**config.mk**
```make
export PLATFORM = sky130hd
export DESIGN_NAME = sap_ctrl
export DESIGN_NICKNAME = d
export VERILOG_FILES = /design/src/rtl/sap_pkg.sv /design/src/rtl/sap_ctrl.sv /design/src/rtl/sap_shift.sv /design/src/rtl/sap_sync.sv
export VERILOG_INCLUDE_DIRS = /design/src /design/src/rtl
export SDC_FILE = /design/constraint.sdc
export NUM_CORES = 1
export LEC_CHECK = 0
export BUFFER_PORTS_ARGS = -buffer_cell sky130_fd_sc_hd__buf_2
export CORE_UTILIZATION = 40
export DETAILED_ROUTE_END_ITERATION = 10
export SLEW_MARGIN = 15
export SYNTH_ARGS = -nofsm -noshare
export SYNTH_HDL_FRONTEND = slang
export SYNTH_SLANG_ARGS = --single-unit
```
**constraint.sdc**
```tcl
create_clock -name clock -period 3.4 [get_ports clock]
set_input_delay 0.68 -clock clock [delete_from_list [all_inputs] [get_ports clock]]
set_output_delay 0.68 -clock clock [all_outputs]
set_load 0.005 [all_outputs]
```
**src/rtl/sap_defs.svh**
```systemverilog
// shared constants for the serial converter control block
`ifndef SAP_DEFS_SVH
`define SAP_DEFS_SVH

`define SAP_FRAME_BITS       16
`define SAP_LEAD_ZEROS       4
`define SAP_TRACK_EDGE       13
`define SAP_PDN_LOW_EDGE     2
`define SAP_PDN_HIGH_EDGE    10
`define SAP_CNT_W            5
`define SAP_CLK_PERIOD_PS    5000
`define SAP_DISABLE_DELAY_PS 35000
`define SAP_DISABLE_CYCLES   (`SAP_DISABLE_DELAY_PS / `SAP_CLK_PERIOD_PS)
`define SAP_SYNC_W           2

`endif

```
**src/rtl/sap_pkg.sv**
```systemverilog
// types for the serial converter control block
package sap_pkg;
  typedef enum logic [1:0] {
    SAP_IDLE,
    SAP_CONVERT,
    SAP_DONE
  } sap_state_t;
endpackage : sap_pkg

```
**src/rtl/sap_ctrl.sv**
```systemverilog
// serial read-out and power-mode control of a successive approximation converter
// ----------------------------------------------------------------------------
// ----------------------------------------------------------------------------
`timescale 1ns/1ps
`include "sap_defs.svh"
module sap_ctrl #(
  parameter int res_bits = 12
) (
  input  wire logic                clock,
  input  wire logic                rst_n,
  input  wire logic                select_n,
  input  wire logic                serial_clk,
  input  wire logic [res_bits-1:0] conv_result,
  output logic                     serial_result_out,
  output logic                     serial_result_oe_n,
  output logic                     track_hold,
  output logic                     conv_start,
  output logic                     powered_down,
  output logic                     result_lsb
);
  // ----------------------------------------------------------------------------
  // checks and synchronisers
  // ----------------------------------------------------------------------------
  initial begin
    if (res_bits != 12 && res_bits != 10) $error("res_bits must be 12 or 10");
    if (`SAP_DISABLE_CYCLES < 1) $error("disable delay under one cycle");
  end

  logic sel_s;
  logic sck_s;
  logic sel_d;
  logic sck_d;

  sap_sync #(.init(1'b1)) u_sel (
    .clock  (clock),
    .rst_n  (rst_n),
    .pin    (select_n),
    .synced (sel_s)
  );

  sap_sync #(.init(1'b0)) u_sck (
    .clock  (clock),
    .rst_n  (rst_n),
    .pin    (serial_clk),
    .synced (sck_s)
  );

  always_ff @(posedge clock) begin
    if (!rst_n) begin
      sel_d <= 1'b1;
      sck_d <= 1'b0;
    end else begin
      sel_d <= sel_s;
      sck_d <= sck_s;
    end
  end

  logic sel_fall;
  logic sel_rise;
  logic sck_fall;
  logic sck_rise;
  assign sel_fall = sel_d & ~sel_s;
  assign sel_rise = ~sel_d & sel_s;
  assign sck_fall = sck_d & ~sck_s;
  assign sck_rise = ~sck_d & sck_s;

  // ----------------------------------------------------------------------------
  // frame sequencing
  // ----------------------------------------------------------------------------
  sap_pkg::sap_state_t            state;
  logic [`SAP_CNT_W-1:0]          edges;
  logic                           track_due;
  logic                           shift_bit;
  logic                           frame_active;
  logic                           sel_rise_early;
  logic                           sel_rise_pdn;

  assign frame_active = (state == sap_pkg::SAP_CONVERT);
  // the last bit is launched on edge 15; edge 16 only ends the frame
  assign shift_bit = frame_active & sck_fall & !sel_rise
                   & (edges < `SAP_CNT_W'(`SAP_FRAME_BITS - 1));

  always_ff @(posedge clock) begin
    if (!rst_n) begin
      state <= sap_pkg::SAP_IDLE;
    end else begin
      unique case (state)
        sap_pkg::SAP_IDLE: begin
          if (sel_fall) begin
            state <= sap_pkg::SAP_CONVERT;
          end
        end
        sap_pkg::SAP_CONVERT: begin
          if (sel_rise) begin
            state <= sap_pkg::SAP_IDLE;
          end else if (sck_fall && edges == `SAP_CNT_W'(`SAP_FRAME_BITS - 1)) begin
            state <= sap_pkg::SAP_DONE;
          end
        end
        sap_pkg::SAP_DONE: begin
          // select may idle low here; only a rise rearms
          if (sel_rise) begin
            state <= sap_pkg::SAP_IDLE;
          end
        end
      endcase
    end
  end

  always_ff @(posedge clock) begin
    if (!rst_n) begin
      edges <= '0;
    end else if (state == sap_pkg::SAP_IDLE) begin
      edges <= '0;
    end else if (frame_active && sck_fall) begin
      edges <= edges + `SAP_CNT_W'(1);
    end
  end

  // ----------------------------------------------------------------------------
  // track and hold, conversion start
  // ----------------------------------------------------------------------------
  always_ff @(posedge clock) begin
    if (!rst_n) begin
      track_due <= 1'b0;
    end else if (!frame_active) begin
      track_due <= 1'b0;
    end else if (sck_fall && edges == `SAP_CNT_W'(`SAP_TRACK_EDGE - 1)) begin
      track_due <= 1'b1;
    end
  end

  // power-on state tracks, as after supplies come up
  always_ff @(posedge clock) begin
    if (!rst_n) begin
      track_hold <= 1'b1;
    end else if (state == sap_pkg::SAP_IDLE && sel_fall) begin
      track_hold <= 1'b0;
    end else if (frame_active && sel_rise) begin
      // hold while asleep, including the frame that puts the device to sleep
      track_hold <= !(sel_rise_pdn || powered_down);
    end else if (frame_active && powered_down && (sck_rise || sck_fall)) begin
      track_hold <= 1'b1;
    end else if (frame_active && track_due && sck_rise) begin
      track_hold <= 1'b1;
    end
  end

  always_ff @(posedge clock) begin
    if (!rst_n) begin
      conv_start <= 1'b0;
    end else begin
      conv_start <= (state == sap_pkg::SAP_IDLE) && sel_fall;
    end
  end

  // ----------------------------------------------------------------------------
  // power mode
  // ----------------------------------------------------------------------------
  assign sel_rise_early = frame_active & sel_rise
                        & (edges < `SAP_CNT_W'(`SAP_PDN_LOW_EDGE));
  assign sel_rise_pdn   = frame_active & sel_rise
                        & (edges >= `SAP_CNT_W'(`SAP_PDN_LOW_EDGE))
                        & (edges < `SAP_CNT_W'(`SAP_PDN_HIGH_EDGE));

  // the mode flag means "was asleep at frame start"; analog power-up begins at the
  // fall but the mode only commits once edge 10 passes with select still low
  always_ff @(posedge clock) begin
    if (!rst_n) begin
      powered_down <= 1'b0;
    end else if (sel_rise_pdn) begin
      powered_down <= 1'b1;
    end else if (frame_active && sck_fall && !sel_rise
                 && edges == `SAP_CNT_W'(`SAP_PDN_HIGH_EDGE - 1)) begin
      powered_down <= 1'b0;
    end else if (sel_rise_early) begin
      powered_down <= powered_down;
    end
  end

  // ----------------------------------------------------------------------------
  // serial output
  // ----------------------------------------------------------------------------
  logic bit_now;

  sap_shift #(.res_bits(res_bits)) u_shift (
    .clock   (clock),
    .rst_n   (rst_n),
    .load    (state == sap_pkg::SAP_IDLE && sel_fall),
    .shift   (shift_bit),
    .result  (conv_result),
    .bit_out (bit_now)
  );

  // driven one cycle behind the decision, well within the disable delay
  always_ff @(posedge clock) begin
    if (!rst_n) begin
      serial_result_oe_n <= 1'b1;
    end else if (state == sap_pkg::SAP_IDLE && sel_fall) begin
      serial_result_oe_n <= 1'b0;
    end else if (frame_active && (sel_rise || (sck_fall && !shift_bit))) begin
      serial_result_oe_n <= 1'b1;
    end
  end

  always_ff @(posedge clock) begin
    if (!rst_n) begin
      serial_result_out <= 1'b0;
    end else begin
      serial_result_out <= (frame_active || state == sap_pkg::SAP_DONE) ? bit_now : 1'b0;
    end
  end

  always_ff @(posedge clock) begin
    if (!rst_n) begin
      result_lsb <= 1'b0;
    end else if (state == sap_pkg::SAP_IDLE && sel_fall) begin
      result_lsb <= conv_result[0];
    end
  end

  // ----------------------------------------------------------------------------
  // assertions
  // ----------------------------------------------------------------------------
  chk_oe_on_fall: assert property (@(posedge clock) disable iff (!rst_n)
    (state == sap_pkg::SAP_IDLE && sel_fall) |=> !serial_result_oe_n && !track_hold)
    else $error("output not driven after select fall");

  chk_release_16: assert property (@(posedge clock) disable iff (!rst_n)
    (frame_active && sck_fall && !sel_rise && edges == `SAP_CNT_W'(`SAP_FRAME_BITS - 1))
      |=> serial_result_oe_n && state == sap_pkg::SAP_DONE)
    else $error("output not released on edge 16");

  chk_abort_rise: assert property (@(posedge clock) disable iff (!rst_n)
    (frame_active && sel_rise) |=> serial_result_oe_n && state == sap_pkg::SAP_IDLE)
    else $error("early rise did not abort");

  chk_pdn_window: assert property (@(posedge clock) disable iff (!rst_n)
    sel_rise_pdn |=> powered_down)
    else $error("no power-down in window");

  chk_no_pdn_early: assert property (@(posedge clock) disable iff (!rst_n)
    (sel_rise_early && !powered_down) |=> !powered_down)
    else $error("power-down before edge 2");

  chk_wake_10: assert property (@(posedge clock) disable iff (!rst_n)
    (frame_active && sck_fall && !sel_rise && edges == `SAP_CNT_W'(`SAP_PDN_HIGH_EDGE - 1))
      |=> !powered_down)
    else $error("no wake after edge 10");

  chk_track_13: assert property (@(posedge clock) disable iff (!rst_n)
    (track_due && frame_active && sck_rise) |=> track_hold)
    else $error("no return to track after edge 13");

  chk_shift_count: assert property (@(posedge clock) disable iff (!rst_n)
    shift_bit |-> edges < `SAP_CNT_W'(`SAP_FRAME_BITS - 1) && !serial_result_oe_n)
    else $error("shift outside drive window");

  chk_start_pulse: assert property (@(posedge clock) disable iff (!rst_n)
    (state == sap_pkg::SAP_IDLE && sel_fall) |=> conv_start ##1 !conv_start)
    else $error("start not a single pulse");

  chk_first_zero: assert property (@(posedge clock) disable iff (!rst_n)
    (state == sap_pkg::SAP_IDLE && sel_fall) |=> ##1 !serial_result_out)
    else $error("first bit not a leading zero");

  chk_stay_up: assert property (@(posedge clock) disable iff (!rst_n)
    (frame_active && sel_rise && !powered_down
      && edges >= `SAP_CNT_W'(`SAP_PDN_HIGH_EDGE)) |=> !powered_down && serial_result_oe_n)
    else $error("late rise powered down");

  chk_sleep_hold: assert property (@(posedge clock) disable iff (!rst_n)
    (sel_rise_pdn || (frame_active && sel_rise && powered_down)) |=> !track_hold)
    else $error("track not held while asleep");

  chk_asleep_rise: assert property (@(posedge clock) disable iff (!rst_n)
    (frame_active && sel_rise && powered_down) |=> powered_down)
    else $error("asleep frame woke on early rise");

  chk_wake_track: assert property (@(posedge clock) disable iff (!rst_n)
    (frame_active && powered_down && !sel_rise && (sck_rise || sck_fall)) |=> track_hold)
    else $error("no track on first edge while waking");
endmodule : sap_ctrl

```
**src/rtl/sap_shift.sv**
```systemverilog
// result word former and output shifter
`timescale 1ns/1ps
`include "sap_defs.svh"
module sap_shift #(
  parameter int res_bits = 12
) (
  input  wire logic                        clock,
  input  wire logic                        rst_n,
  input  wire logic                        load,
  input  wire logic                        shift,
  input  wire logic [res_bits-1:0]         result,
  output logic                             bit_out
);
  logic [`SAP_FRAME_BITS-1:0] word;

  initial begin
    if (res_bits != 12 && res_bits != 10) $error("res_bits must be 12 or 10");
  end

  // four zeros, result msb first, zero padding for the narrow variant
  function automatic logic [`SAP_FRAME_BITS-1:0] form(input logic [res_bits-1:0] r);
    logic [`SAP_FRAME_BITS-1:0] w;
    w = '0;
    w[`SAP_FRAME_BITS-`SAP_LEAD_ZEROS-1 -: res_bits] = r;
    return w;
  endfunction : form

  always_ff @(posedge clock) begin
    if (!rst_n) begin
      word <= '0;
    end else if (load) begin
      word <= form(result);
    end else if (shift) begin
      word <= {word[`SAP_FRAME_BITS-2:0], 1'b0};
    end
  end

  assign bit_out = word[`SAP_FRAME_BITS-1];
endmodule : sap_shift

```
**src/rtl/sap_sync.sv**
```systemverilog
// two flip-flop synchroniser for pin inputs
`timescale 1ns/1ps
`include "sap_defs.svh"
module sap_sync #(
  parameter logic init = 1'b0
) (
  input  wire logic clock,
  input  wire logic rst_n,
  input  wire logic pin,
  output logic      synced
);
  logic meta;

  always_ff @(posedge clock) begin
    if (!rst_n) begin
      meta   <= init;
      synced <= init;
    end else begin
      meta   <= pin;
      synced <= meta;
    end
  end
endmodule : sap_sync

```
# Word level (Yosys, flattened, before mapping)
# Index checks and enable logic that the tools add are counted.
# classes
n_mux,15
n_bitwise,15
n_lt_le_gt_ge,3
add_sub_neg,1
n_eq_ne,8
n_reduce_logical,30
# op_table
operator,n
two-way mux 12 bit,2
"== test 5 x 4 -> 1 bit, second input constant",3
logical AND 1 bit,13
bitwise AND 1 bit,10
"< comparator 5 x 4 -> 1 bit, second input constant",2
two-way mux 1 bit,8
two-way mux 2 bit,4
one-hot mux 2 bit (3 select lines),1
nonzero test 2 bit,3
"adder 5 x 1 -> 5 bit, second input constant",1
"greater-or-equal comparator 5 x 2 -> 1 bit, second input constant",1
NOT 1 bit,5
logical OR 1 bit,4
"inequality test 2 bit, second input constant",2
AND reduction 2 bit,2
nonzero test 4 bit,1
OR reduction 2 bit,2
zero test 1 bit,3
"inequality test 3 x 2 -> 1 bit, second input constant",1
AND reduction 3 bit,1
"== test 2 x 1 -> 1 bit, second input constant",1
"== test 2 bit, second input constant",1
zero test 2 bit,1
# word_totals
output_inout_bits,6
inputBits,16
ff_bits,36

# Depth between registers and ports, before layout
# Gate-level depths: netlist (run 1).
# logic_depth
ltp_word,11
mapped_depth,9

# Modules after synthesis
# A second synthesis (run 1) with hierarchy kept.
# hier_totals
hier_cells,170
area_unflattened_um2,1720.4
# modules_own_cells
mod,cells_per_inst,area_per_inst_um2,seq_area_each_um2,instances
sap_ctrl,96,865.8,320.3,1
sap_shift,66,749.5,320.3,1
sap_sync,4,52.6,40.0,2

# Worst setup path after synthesis (run 1)
# Ideal clock, no wire load.
# synth_path
kind,register to register
start,register edges[1]
end,register state[0]
required_time_ns,3.278
arrival_time_ns,1.565
slack_ns,1.713
path_stages_with_launch,8
path_buffers,0
cell_sequence,dfxtp_1 > ha_1 > and3_1 > ha_1 > nand2_1 > a221oi_1 > o21ai_0 > o311a_1
# synth_via
elab_chain_len,4
# synth_lines
item,line,text
start: declaration,sap_ctrl.sv:71,logic [`SAP_CNT_W-1:0] edges;
start signal: assignment,sap_ctrl.sv:116,edges <= edges + `SAP_CNT_W'(1);
== test 5 x 4 -> 1 bit,sap_ctrl.sv:96,end else if (sck_fall && edges == `SAP_CNT_W'(`SAP_FRAME_BITS - 1)) begin
logical AND 1 bit,sap_ctrl.sv:96,
inequality test 3 x 2 -> 1 bit (no source line),n/a,
AND reduction 3 bit (no source line),n/a,
end signal: assignment,sap_ctrl.sv:95,state <= sap_pkg::SAP_IDLE;
end signal: assignment,sap_ctrl.sv:97,state <= sap_pkg::SAP_DONE;
end signal: assignment,sap_ctrl.sv:103,state <= sap_pkg::SAP_IDLE;
end: declaration,sap_ctrl.sv:70,sap_pkg::sap_state_t state;
# No other way between the ends.
# A chain may end at the register's enable or synchronous reset.

# Final worst setup path (run 1)
# layout_path
start,register state[1]
end,register u_shift.word[7]
# layout_via
elab_chain_len,5
# layout_lines
item,line,text
start signal: assignment,sap_ctrl.sv:85,state <= sap_pkg::SAP_IDLE;
start signal: assignment,sap_ctrl.sv:90,state <= sap_pkg::SAP_CONVERT;
start signal: assignment,sap_ctrl.sv:95,
== test 2 x 1 -> 1 bit,sap_ctrl.sv:78,assign frame_active = (state == sap_pkg::SAP_CONVERT);
bitwise AND 1 bit (3 in a row),sap_ctrl.sv:80,assign shift_bit = frame_active & sck_fall & !sel_rise
nonzero test 2 bit (no source line),n/a,
end signal: assignment,sap_shift.sv:32,word <= form(result);
end signal: assignment,sap_shift.sv:34,"word <= {word[`SAP_FRAME_BITS-2:0], 1'b0};"
end: declaration,sap_shift.sv:14,logic [`SAP_FRAME_BITS-1:0] word;
# Parallel ways exist; a longest one is shown, timed or not.

==> metrics.md, run 1 <==
| Metric | Value |
|---|---|
| Synthesized instance count | `186` |
| Worst Path Arrival | `2.14 ns` |
| Vias in the first global route | `1274` |
| Yosys top cell by area | `dfxtp_1` |
| Largest cells by area after synthesis | `dfxtp_1 (45%), nand2_1 (8.6%), ha_1 (7.8%)` |
| Comb power frac | `15.1%` |
| Total grt overflow | `0` |
| Fill count | `354` |
| Antenna Nets Post-Route | `0` |
| Post-Syn Area per Cell | `8.67 um^2` |
| WL/cell | `12.5 um` |
| Setup Buffers After CTS | `0` |
| Max_cap viols | `0` |
| Layout Nets | `230` |
| Final max-slew violation count | `0` |
| Largest net degree at the start of global routing | `28` |
| Prevailing post-synth register cell | `dfxtp_1` |
| Initial antenna violation count | `0` |
| Met2 wire length | `1500 um` |
| Starting density of the core | `42.8%` |
| Worst path required time | `3.54 ns` |
| Std-Cell Rows | `22` |
| Post-CTS Resized | `0` |
| Clock share of power | `34.6%` |
| Setup violators final | `0` |
| Die area | `4290 um^2` |
| Skew final | `0.00386 ns` |
| Fmax | `500 MHz` |
| WHS | `0.428 ns` |
| CP max FO | `16` |
| Tmin final | `2.00 ns` |
| Non-filler cells, final | `252` |
| Most common library cells after synthesis | `nand2_1 (37), dfxtp_1 (36), o21ai_0 (16)` |
| Switching Share | `26.2%` |
| Placer Congestion | `0.769` |
| Number of library cell types mapped by synthesis | `35` |
| Leak | `0.691 nW` |
| Yosys reg bits | `36` |
| RSZ-0062 raised after global routing | `no` |
| Highest metal used | `met4` |
| Post-route total power | `0.927 mW` |
| Syn Nets | `212` |
| I/O Pins | `22` |
| DIE HEIGHT | `65.5 um` |
| Least-Margin Pin Slew | `0.620 ns` |
| Layout cell share with drive strength beyond 1 | `15.7%` |
| Vias per std cell | `5.08` |
| Hold Buf Count CTS | `0` |
| Slew margin rel. | `58.5%` |
| Cell internal pwr | `0.684 mW` |
| Setup TNS | `0 ns` |
| Crit Path Category | `flop to flop` |
| Met3 wire length | `90 um` |
| Hold Crit Class | `flop to flop` |
| Worst Setup Start Kind | `flop` |
| Overall global routing resource usage | `17.1%` |
| Final period util | `58.8%` |
| Metal1 wirelength | `1520 um` |
| Top cell type's share of synthesized area | `44.7%` |
| Layout area overhead | `11.5%` |
| Outcome | `finished, final reports clean` |
| Seq/Total Area, Yosys | `44.7%` |
| H-tree Lvls | `2` |
| Drt drc | `0` |
| Chip width | `65.5 um` |
| Port bufs | `21` |
| Crit end category | `flop` |
| Synth Cell Area | `1610 um^2` |
| PwrDens | `516 nW/um^2` |
| Clk pin slew, worst setup/hold paths | `0.07 ns` |
| Drt pass-1 iters | `4` |
| Inserted Clock Buffers | `5` |
| DP HPWL | `2220 um` |
| Max clock buf depth | `2` |
| Final hold viol count | `0` |
| Placed cell count | `245` |
| Final wirelength | `3160 um` |
| CTS tree | `yes` |
| YS warnings | `0` |
| Core area | `3770 um^2` |
| Vias post-DR | `1281` |
| DR iter-0 viols | `90` |
| Most numerous cell in the Yosys netlist | `nand2_1` |
| Post-synth EDFFs | `0` |
| Clock sinks | `36` |
| ANT cells | `0` |
| Sequential share of power | `50.3%` |
| Net switching power | `0.243 mW` |
| First-pass GRT wire length | `5520 um` |
| Worst ir drop on vdd | `0.238 mV` |
| Share of flip-flops with an asynchronous set or reset | `0%` |
| Root buffer cell | `clkbuf_8` |
| Skew-Pair Late Insertion Delay | `0.28 ns` |
[cells by family after synthesis]
group,share of synthesized area (%)
DFF,44.7
xor gates and xnor gates,1.63
and+or+nand+nor,20.6
buffers and inverters,7.29
adders and majority gates,7.76
muxes,1.24
AOI/OAI and AO/OA,16.8
[area by class of cell]
| type | count | area, um^2 | share of cell area (%) |
|---|---|---|---|
| clock buffer | 7 | 96.3 | 5.36 |
| inverter | 11 | 41.3 | 2.30 |
| multi-input combinational | 129 | 774 | 43.1 |
| sequential | 36 | 721 | 40.1 |
| tap | 48 | 60.1 | 3.34 |
| timing repair buffer | 21 | 105 | 5.85 |
[state kept, by name (all words and copies together) (netlist names)]
signal / flops
conv_start: 1
edges: 5
powered_down: 1
result_lsb: 1
sck_d: 1
sel_d: 1
serial_result_oe_n: 1
serial_result_out: 1
state: 2
track_due: 1
track_hold: 1
u_sck.meta: 1
u_sck.synced: 1
u_sel.meta: 1
u_sel.synced: 1
u_shift.word: 16
[placed cells by master (no fill, tap or decap)]
master and count:
nand3_1 3, a21oi_1 9, and3_1 3, and2_1 4
a41oi_2 1, o22ai_1 1, dfxtp_1 36, nor2_1 9
buf_2 21, inv_1 11, a211oi_1 1, nor4_1 1
nor4bb_1 1, a32o_1 1, nor3_1 2, clkbuf_8 7
a31oi_1 12, o21ai_0 16, xor2_1 2, or4_1 1
nand4_1 1, mux2i_1 2, o311a_1 1, nand2b_1 5
and4_1 1, nand2_1 37, ha_1 10, nand2b_4 1
or2_2 1, a221oi_1 1, xnor2_1 1, a22oi_2 1
[critical path, stage by stage, from the launching register on]
cell and delay (ns):
dfxtp_1 0.32, inv_1 0.08, ha_1 0.24, and2_1 0.37
nand3_1 0.53, nand2_1 0.23, a31oi_1 0.10
[metrics by stage]
step | util [%] | setup WS [ns] | cell area (um^2)
3_3_place_gp | 45.1 | 1.42 | 1700
3_5_place_dp | 45.1 | 1.42 | 1700
6_report | 47.7 | 1.40 | 1800
5_1_grt | 47.7 | 1.14 | 1800
2_1_floorplan | - | 1.71 | 1610
4_1_cts | 47.7 | 1.41 | 1800
[per-layer routing]
metal	GRT usage, %	vias to the layer above
li1	-	669
met1	21.3	587
met2	27.3	18
met3	4.17	7
met4	8.42	0
met5	0	-
[worst paths after layout]
path | cells after the start | end | slack [ns] | start
setup / recovery | 6 | u_shift.word[7]$_SDFFE_PN0P_ | 1.40 | state[1]$_SDFFE_PN0P_
hold / removal | 1 | u_sel.synced$_SDFF_PN1_ | 0.43 | u_sel.meta$_SDFF_PN1_
setup reg to reg | 6 | u_shift.word[7]$_SDFFE_PN0P_ | 1.40 | state[1]$_SDFFE_PN0P_
hold reg to reg | 1 | u_sel.synced$_SDFF_PN1_ | 0.43 | u_sel.meta$_SDFF_PN1_
[power groups by stage]
stage	Sequential, mW	Clock (mW)	Combinational (mW)
3_5_place_dp	0.475	0	0.137
4_1_cts	0.466	0.330	0.139
3_3_place_gp	0.474	0	0.130
2_1_floorplan	0.472	0	0.105
6_report	0.466	0.321	0.140
5_1_grt	0.468	0.350	0.159
Power figures use the tool's default switching activity.
==> run 2: changes to the inputs <==
--- a/config.mk
+++ b/config.mk
@@ -6,6 +6,7 @@
 export SDC_FILE = /design/constraint.sdc
 export NUM_CORES = 1
 export LEC_CHECK = 0
+export ABC_AREA = 1
 export BUFFER_PORTS_ARGS = -buffer_cell sky130_fd_sc_hd__buf_2
 export CORE_UTILIZATION = 40
 export DETAILED_ROUTE_END_ITERATION = 10
==> constraint.sdc (replaced) <==
create_clock -name clock -period 1.76 [get_ports clock]
set_input_delay 0.352 -clock clock [delete_from_list [all_inputs] [get_ports clock]]
set_output_delay 0.352 -clock clock [all_outputs]
set_load 0.005 [all_outputs]
==> run 2 against run 1 <==
  * Cell area grew 19%
  * Maximum frequency grew 27%
  * Clock skew grew 0.0071 ns
==> metrics.md, run 2 <==
| Metric | Value |
|---|---|
| Synthesized-area fraction occupied by adder cells | `6.62%` |
| Most used routing layer | `met2` |
| Most common library cells after synthesis | `nand2_1 (50), dfxtp_1 (36), inv_1 (34)` |
| Final wirelength | `3490 um` |
| XOR/XNOR Fraction of Synth Area | `0%` |
| Std-Cell Rows | `24` |
| Largest cells by area after synthesis | `dfxtp_1 (38%), nand2_1 (9.9%), inv_1 (6.8%)` |
| Hold Buf Count CTS | `0` |
| Most numerous cell in the Yosys netlist | `nand2_1` |
| DP HPWL | `2620 um` |
| PwrDens | `868 nW/um^2` |
| Prevailing post-synth register cell | `dfxtp_1` |
| DIE HEIGHT | `70.7 um` |
| Skew final | `0.0110 ns` |
| Initial antenna violation count | `0` |
| Starting density of the core | `42.5%` |
| YS warnings | `0` |
| Most common cell after layout, fill and taps aside | `nand2_1` |
| Vias per std cell | `4.68` |
| Leak | `0.952 nW` |
| Fill count | `460` |
| Worst ir drop on vdd | `0.502 mV` |
| Met3 usage | `4.84%` |
| Clock sinks | `36` |
| Worst path required time | `1.95 ns` |
| Final period util | `89.7%` |
| Setup TNS | `0 ns` |
| Clk pin slew, worst setup/hold paths | `0.08 ns` |
| Total grt overflow | `0` |
| Final Util | `48.3%` |
| Syn Nets | `268` |
| CP max FO | `3` |
| Post-synthesis compound-gate area fraction | `11.8%` |
| RSZ-0062 raised after global routing | `no` |
| Final max-slew violation count | `0` |
| Yosys reg bits | `36` |
| Setup violators final | `0` |
| Top cell type's share of synthesized area | `38.1%` |
| Post-Syn Area per Cell | `7.81 um^2` |
| Layout Nets | `296` |
| Hold Crit Class | `primary input to flop` |
| Largest regs | `u_shift.word x16, edges x5, state x2` |
| Worst reg2reg setup slack | `0.18 ns` |
| WHS | `0.243 ns` |
| Largest net degree at the start of global routing | `36` |
| Drt drc | `0` |
| First-pass GRT wire length | `5930 um` |
| Post-synthesis mux area share | `0%` |
| Antenna Nets Post-Route | `0` |
| Post-synth EDFFs | `0` |
| WL/cell | `10.9 um` |
| Main combinational cell family by area after synthesis | `simple AND/OR/NAND/NOR gates` |
| Drt pass-1 iters | `4` |
| Synthesized instance count | `242` |
| Commonest cells after routing, fill and taps aside | `nand2_1 (50), dfxtp_1 (36), inv_1 (34)` |
| Port bufs | `21` |
| Chip width | `70.7 um` |
| Met2 GRT Util | `24.6%` |
| Biggest register | `u_shift.word` |
| Fmax | `634 MHz` |
| Setup Buffers After CTS | `0` |
| Vias post-DR | `1507` |
| Final hold viol count | `0` |
| Placer Congestion | `0.758` |
| H-tree Lvls | `2` |
| Post-synthesis simple-gate area fraction | `31.9%` |
| ANT cells | `0` |
| Max clock buf depth | `2` |
| Met1 Usage GRT | `19.4%` |
| Least-Margin Pin Slew | `0.369 ns` |
| Layout area overhead | `13.7%` |
| Outcome | `finished, final reports clean` |
| Yosys top cell by area | `dfxtp_1` |
| Share of flip-flops with an asynchronous set or reset | `0%` |
| Layout cell share with drive strength beyond 1 | `26.7%` |
| Number of library cell types mapped by synthesis | `26` |
| Tmin final | `1.58 ns` |
| Worst Setup Start Kind | `flop` |
| Worst Path Arrival | `1.77 ns` |
| Max reg flops | `16` |
| Crit end category | `flop` |
| Overall global routing resource usage | `15.2%` |
| Root buffer cell | `clkbuf_8` |
| Max_cap viols | `0` |
| Die area | `5000 um^2` |
| Inserted Clock Buffers | `5` |
| Vias in the first global route | `1348` |
| Crit Path Category | `flop to flop` |
| Register area | `721 um^2` |
| Core area | `4440 um^2` |
| DR iter-0 viols | `86` |
| Slew margin rel. | `75.4%` |
| Seq/Total Area, Yosys | `38.1%` |
| Skew-Pair Late Insertion Delay | `0.29 ns` |
| CTS tree | `yes` |
| I/O Pins | `22` |
| Multi-input gate area | `953 um^2` |
| Synth Cell Area | `1890 um^2` |
## run 2: changes by cell type after synthesis, moves of 5 or more
cell	delta
inv_1	+23
a31oi_1	-12
nand3_1	+8
a21oi_2	+10
nor2_1	+13
nand2_2	+10
nand2b_1	-5
nand2_1	+13
## run 2: logic make-up after synthesis
kind of cell             after synthesis
AO/OA/AOI/OAI                         36
adder cells (fa/ha/maj)               10
buffers and inverters                 44
flip-flops                            36
AND/OR/NAND/NOR                      116
## run 2: worst max-delay path, cell delays in order (launching register included)
cell and delay (ns):
dfxtp_1 0.33, ha_1 0.21, inv_1 0.09, nor2_1 0.05, ha_1 0.17, nand2_1 0.07, a21oi_1 0.07, o21ai_0 0.29
nand2_1 0.08, nand2_1 0.07, nor2_1 0.03
## run 2: area by class of cell
cell class | instances | share of cell area [%]
multi-input combinational | 162 | 44.4
timing repair buffer | 29 | 8.27
clock buffer | 7 | 4.48
sequential | 36 | 33.5
inverter | 36 | 6.29
tap | 52 | 3.03
## run 2: final timing paths
| kind | cells past startpoint | endpoint | start |
|---|---|---|---|
| max | 10 | state[0]$_SDFFE_PN0P_ | edges[0]$_SDFFE_PP0N_ |
| min | 3 | u_sck.meta$_SDFF_PN0_ | serial_clk |
| max reg2reg | 10 | state[0]$_SDFFE_PN0P_ | edges[0]$_SDFFE_PP0N_ |
| min reg2reg | 1 | u_sel.synced$_SDFF_PN1_ | u_sel.meta$_SDFF_PN1_ |
## run 2: through the flow
step	cells	area [um^2]	setup WS, ns	total power, mW
after global placement	315	2050	0.143	1.25
after CTS	322	2150	0.145	1.89
final	322	2150	0.182	1.87
after global routing	322	2150	0.0118	1.98
after floorplan	242	1890	0.301	1.17
after detailed placement	315	2050	0.168	1.25
## run 2: report_power, final
part	switching (mW)	internal, mW	total, mW
clock	0.291	0.349	0.640
sequential	0.0201	0.851	0.871
combinational	0.225	0.129	0.354
total	0.536	1.33	1.87
## run 2: layer usage
layer,part of all wire (%),up-vias
met5,0,-
met4,1.3,0
met3,4.5,5
met2,44,25
met1,50,655
li1,-,822
## run 2: repair_timing
item,in CTS,in global routing
gates resized for setup,0,1
hold endpoints to repair,0,0
endpoints found under the setup margin,0,2
==> run 3: changes to the inputs <==
--- a/config.mk
+++ b/config.mk
@@ -7,9 +7,10 @@
 export NUM_CORES = 1
 export LEC_CHECK = 0
 export ABC_AREA = 1
-export BUFFER_PORTS_ARGS = -buffer_cell sky130_fd_sc_hd__buf_2
-export CORE_UTILIZATION = 40
+export BUFFER_PORTS_ARGS = -buffer_cell sky130_fd_sc_hd__clkbuf_2
+export CORE_UTILIZATION = 48
 export DETAILED_ROUTE_END_ITERATION = 10
+export PLACE_DENSITY = 0.7
 export SLEW_MARGIN = 15
 export SYNTH_ARGS = -nofsm -noshare
 export SYNTH_HDL_FRONTEND = slang
==> run 3 against run 2 <==
  * Wire length shrank 0.37%
  * Critical endpoint is now u_shift.word[0]$_SDFFE_PN0P_
  * Critical path type unchanged
  * Largest cell class unchanged
  * Cell area is 1.3% lower
  * Sequential share of layout area rose by 0.44 points
  * Hold slack better by 0.0066 ns
  * Largest power group unchanged
==> metrics.md, run 3 (synthesis gave the netlist of run 2 again) <==
| Metric | Value |
|---|---|
| Root buffer cell | `clkbuf_8` |
| Vias post-DR | `1538` |
| Max_cap viols | `0` |
| Crit end category | `flop` |
| Most common cell after layout, fill and taps aside | `nand2_1` |
| Setup Buffers After CTS | `0` |
| Final period util | `90.5%` |
| Worst ir drop on vdd | `0.502 mV` |
| Worst path required time | `1.94 ns` |
| Setup violators final | `0` |
| Layout area overhead | `12.3%` |
| Biggest register | `u_shift.word` |
| Slew margin rel. | `74.2%` |
| Hold Buf Count CTS | `0` |
| CTS tree | `yes` |
| Die area | `4190 um^2` |
| PwrDens | `878 nW/um^2` |
| Core area | `3720 um^2` |
| Inserted Clock Buffers | `5` |
| Skew final | `0.00241 ns` |
| Crit Path Category | `flop to flop` |
| Worst Path Arrival | `1.77 ns` |
| Hold Crit Class | `primary input to flop` |
| Overall global routing resource usage | `18.2%` |
| Max reg flops | `16` |
| Fmax | `628 MHz` |
| Starting density of the core | `50.8%` |
| Layout cell share with drive strength beyond 1 | `26.0%` |
| Largest regs | `u_shift.word x16, edges x5, state x2` |
| H-tree Lvls | `2` |
| DR iter-0 viols | `64` |
| DIE HEIGHT | `64.7 um` |
| Tmin final | `1.59 ns` |
| Total grt overflow | `0` |
| Vias per std cell | `4.85` |
| CP max FO | `36` |
| Max clock buf depth | `2` |
| Layout Nets | `295` |
| Std-Cell Rows | `22` |
| Final setup margin | `0.168 ns` |
| Port bufs | `21` |
| RSZ-0062 raised after global routing | `no` |
| Worst Setup Start Kind | `flop` |
| First-pass GRT wire length | `5840 um` |
| Clk pin slew, worst setup/hold paths | `0.07 ns` |
| Post-Place Setup Slack | `0.174 ns` |
| Leak | `0.943 nW` |
| Final hold viol count | `0` |
| Skew-Pair Late Insertion Delay | `0.28 ns` |
| Final wirelength | `3480 um` |
| Least-Margin Pin Slew | `0.387 ns` |
| I/O Pins | `22` |
| WL/cell | `11.0 um` |
| ANT cells | `0` |
| Initial antenna violation count | `0` |
| Setup TNS | `0 ns` |
| Clock sinks | `36` |
| Final max-slew violation count | `0` |
| Drt drc | `0` |
| Placer Congestion | `0.822` |
| DP HPWL | `2580 um` |
| Drt pass-1 iters | `4` |
| Outcome | `finished, final reports clean` |
| Chip width | `64.7 um` |
| Commonest cells after routing, fill and taps aside | `nand2_1 (50), dfxtp_1 (36), inv_1 (34)` |
| Largest net degree at the start of global routing | `37` |
| Vias in the first global route | `1372` |
| Antenna Nets Post-Route | `0` |
run 3: per-layer routing:
layer / vias up / share of wire (%) / global-route usage [%]
li1: 815 / - / -
met1: 682 / 46 / 20.9
met2: 36 / 47 / 31.1
met3: 5 / 4.7 / 4.58
met4: 0 / 2.0 / 9.17
met5: - / 0 / 0
run 3: metrics by stage:
| stage | cells | total power, mW | hold WS [ns] | util (%) | instance area, um^2 |
|---|---|---|---|---|---|
| floorplan | 242 | 1.17 | 0.390 | - | 1890 |
| global placement | 310 | 1.24 | 0.395 | 54.5 | 2020 |
| detailed placement | 310 | 1.24 | 0.403 | 54.5 | 2020 |
| CTS | 317 | 1.88 | 0.242 | 57.1 | 2120 |
| global route | 317 | 1.96 | 0.242 | 57.1 | 2120 |
| finish | 317 | 1.86 | 0.250 | 57.1 | 2120 |
run 3: repair_timing:
| action | 4_1_cts | 5_1_grt |
|---|---|---|
| gates resized for setup | 0 | 1 |
| endpoints found under the setup margin | 0 | 2 |
| endpoints found under the hold margin | 0 | 0 |
run 3: final cells by class:
class,count,area (um^2)
fill,364,1600
clock buffer,7,96.3
inverter,36,135
timing repair buffer,28,158
multi-input combinational,162,951
sequential,36,721
tap,48,60.1
run 3: critical path, stage by stage, from the launching register on:
cell,delay (ns)
dfxtp_1,0.32
inv_1,0.09
ha_1,0.23
nand3_4,0.33
nand2_1,0.28
inv_1,0.10
nand3_1,0.09
nand2_1,0.05
run 3: final timing paths:
path / slack, ns / cells after the start / end / from
max: 0.17 / 7 / u_shift.word[0]$_SDFFE_PN0P_ / state[0]$_SDFFE_PN0P_
min: 0.25 / 3 / u_sck.meta$_SDFF_PN0_ / serial_clk
max reg2reg: 0.17 / 7 / u_shift.word[0]$_SDFFE_PN0P_ / state[0]$_SDFFE_PN0P_
min reg2reg: 0.42 / 2 / u_sck.synced$_SDFF_PN0_ / u_sck.meta$_SDFF_PN0_
run 3: power by group:
| group | switching, mW | leakage [nW] | internal (mW) |
|---|---|---|---|
| Sequential | 0.0202 | 0.292 | 0.851 |
| Combinational | 0.229 | 0.601 | 0.129 |
| Clock | 0.284 | 0.0503 | 0.349 |
| Total | 0.534 | 0.943 | 1.33 |
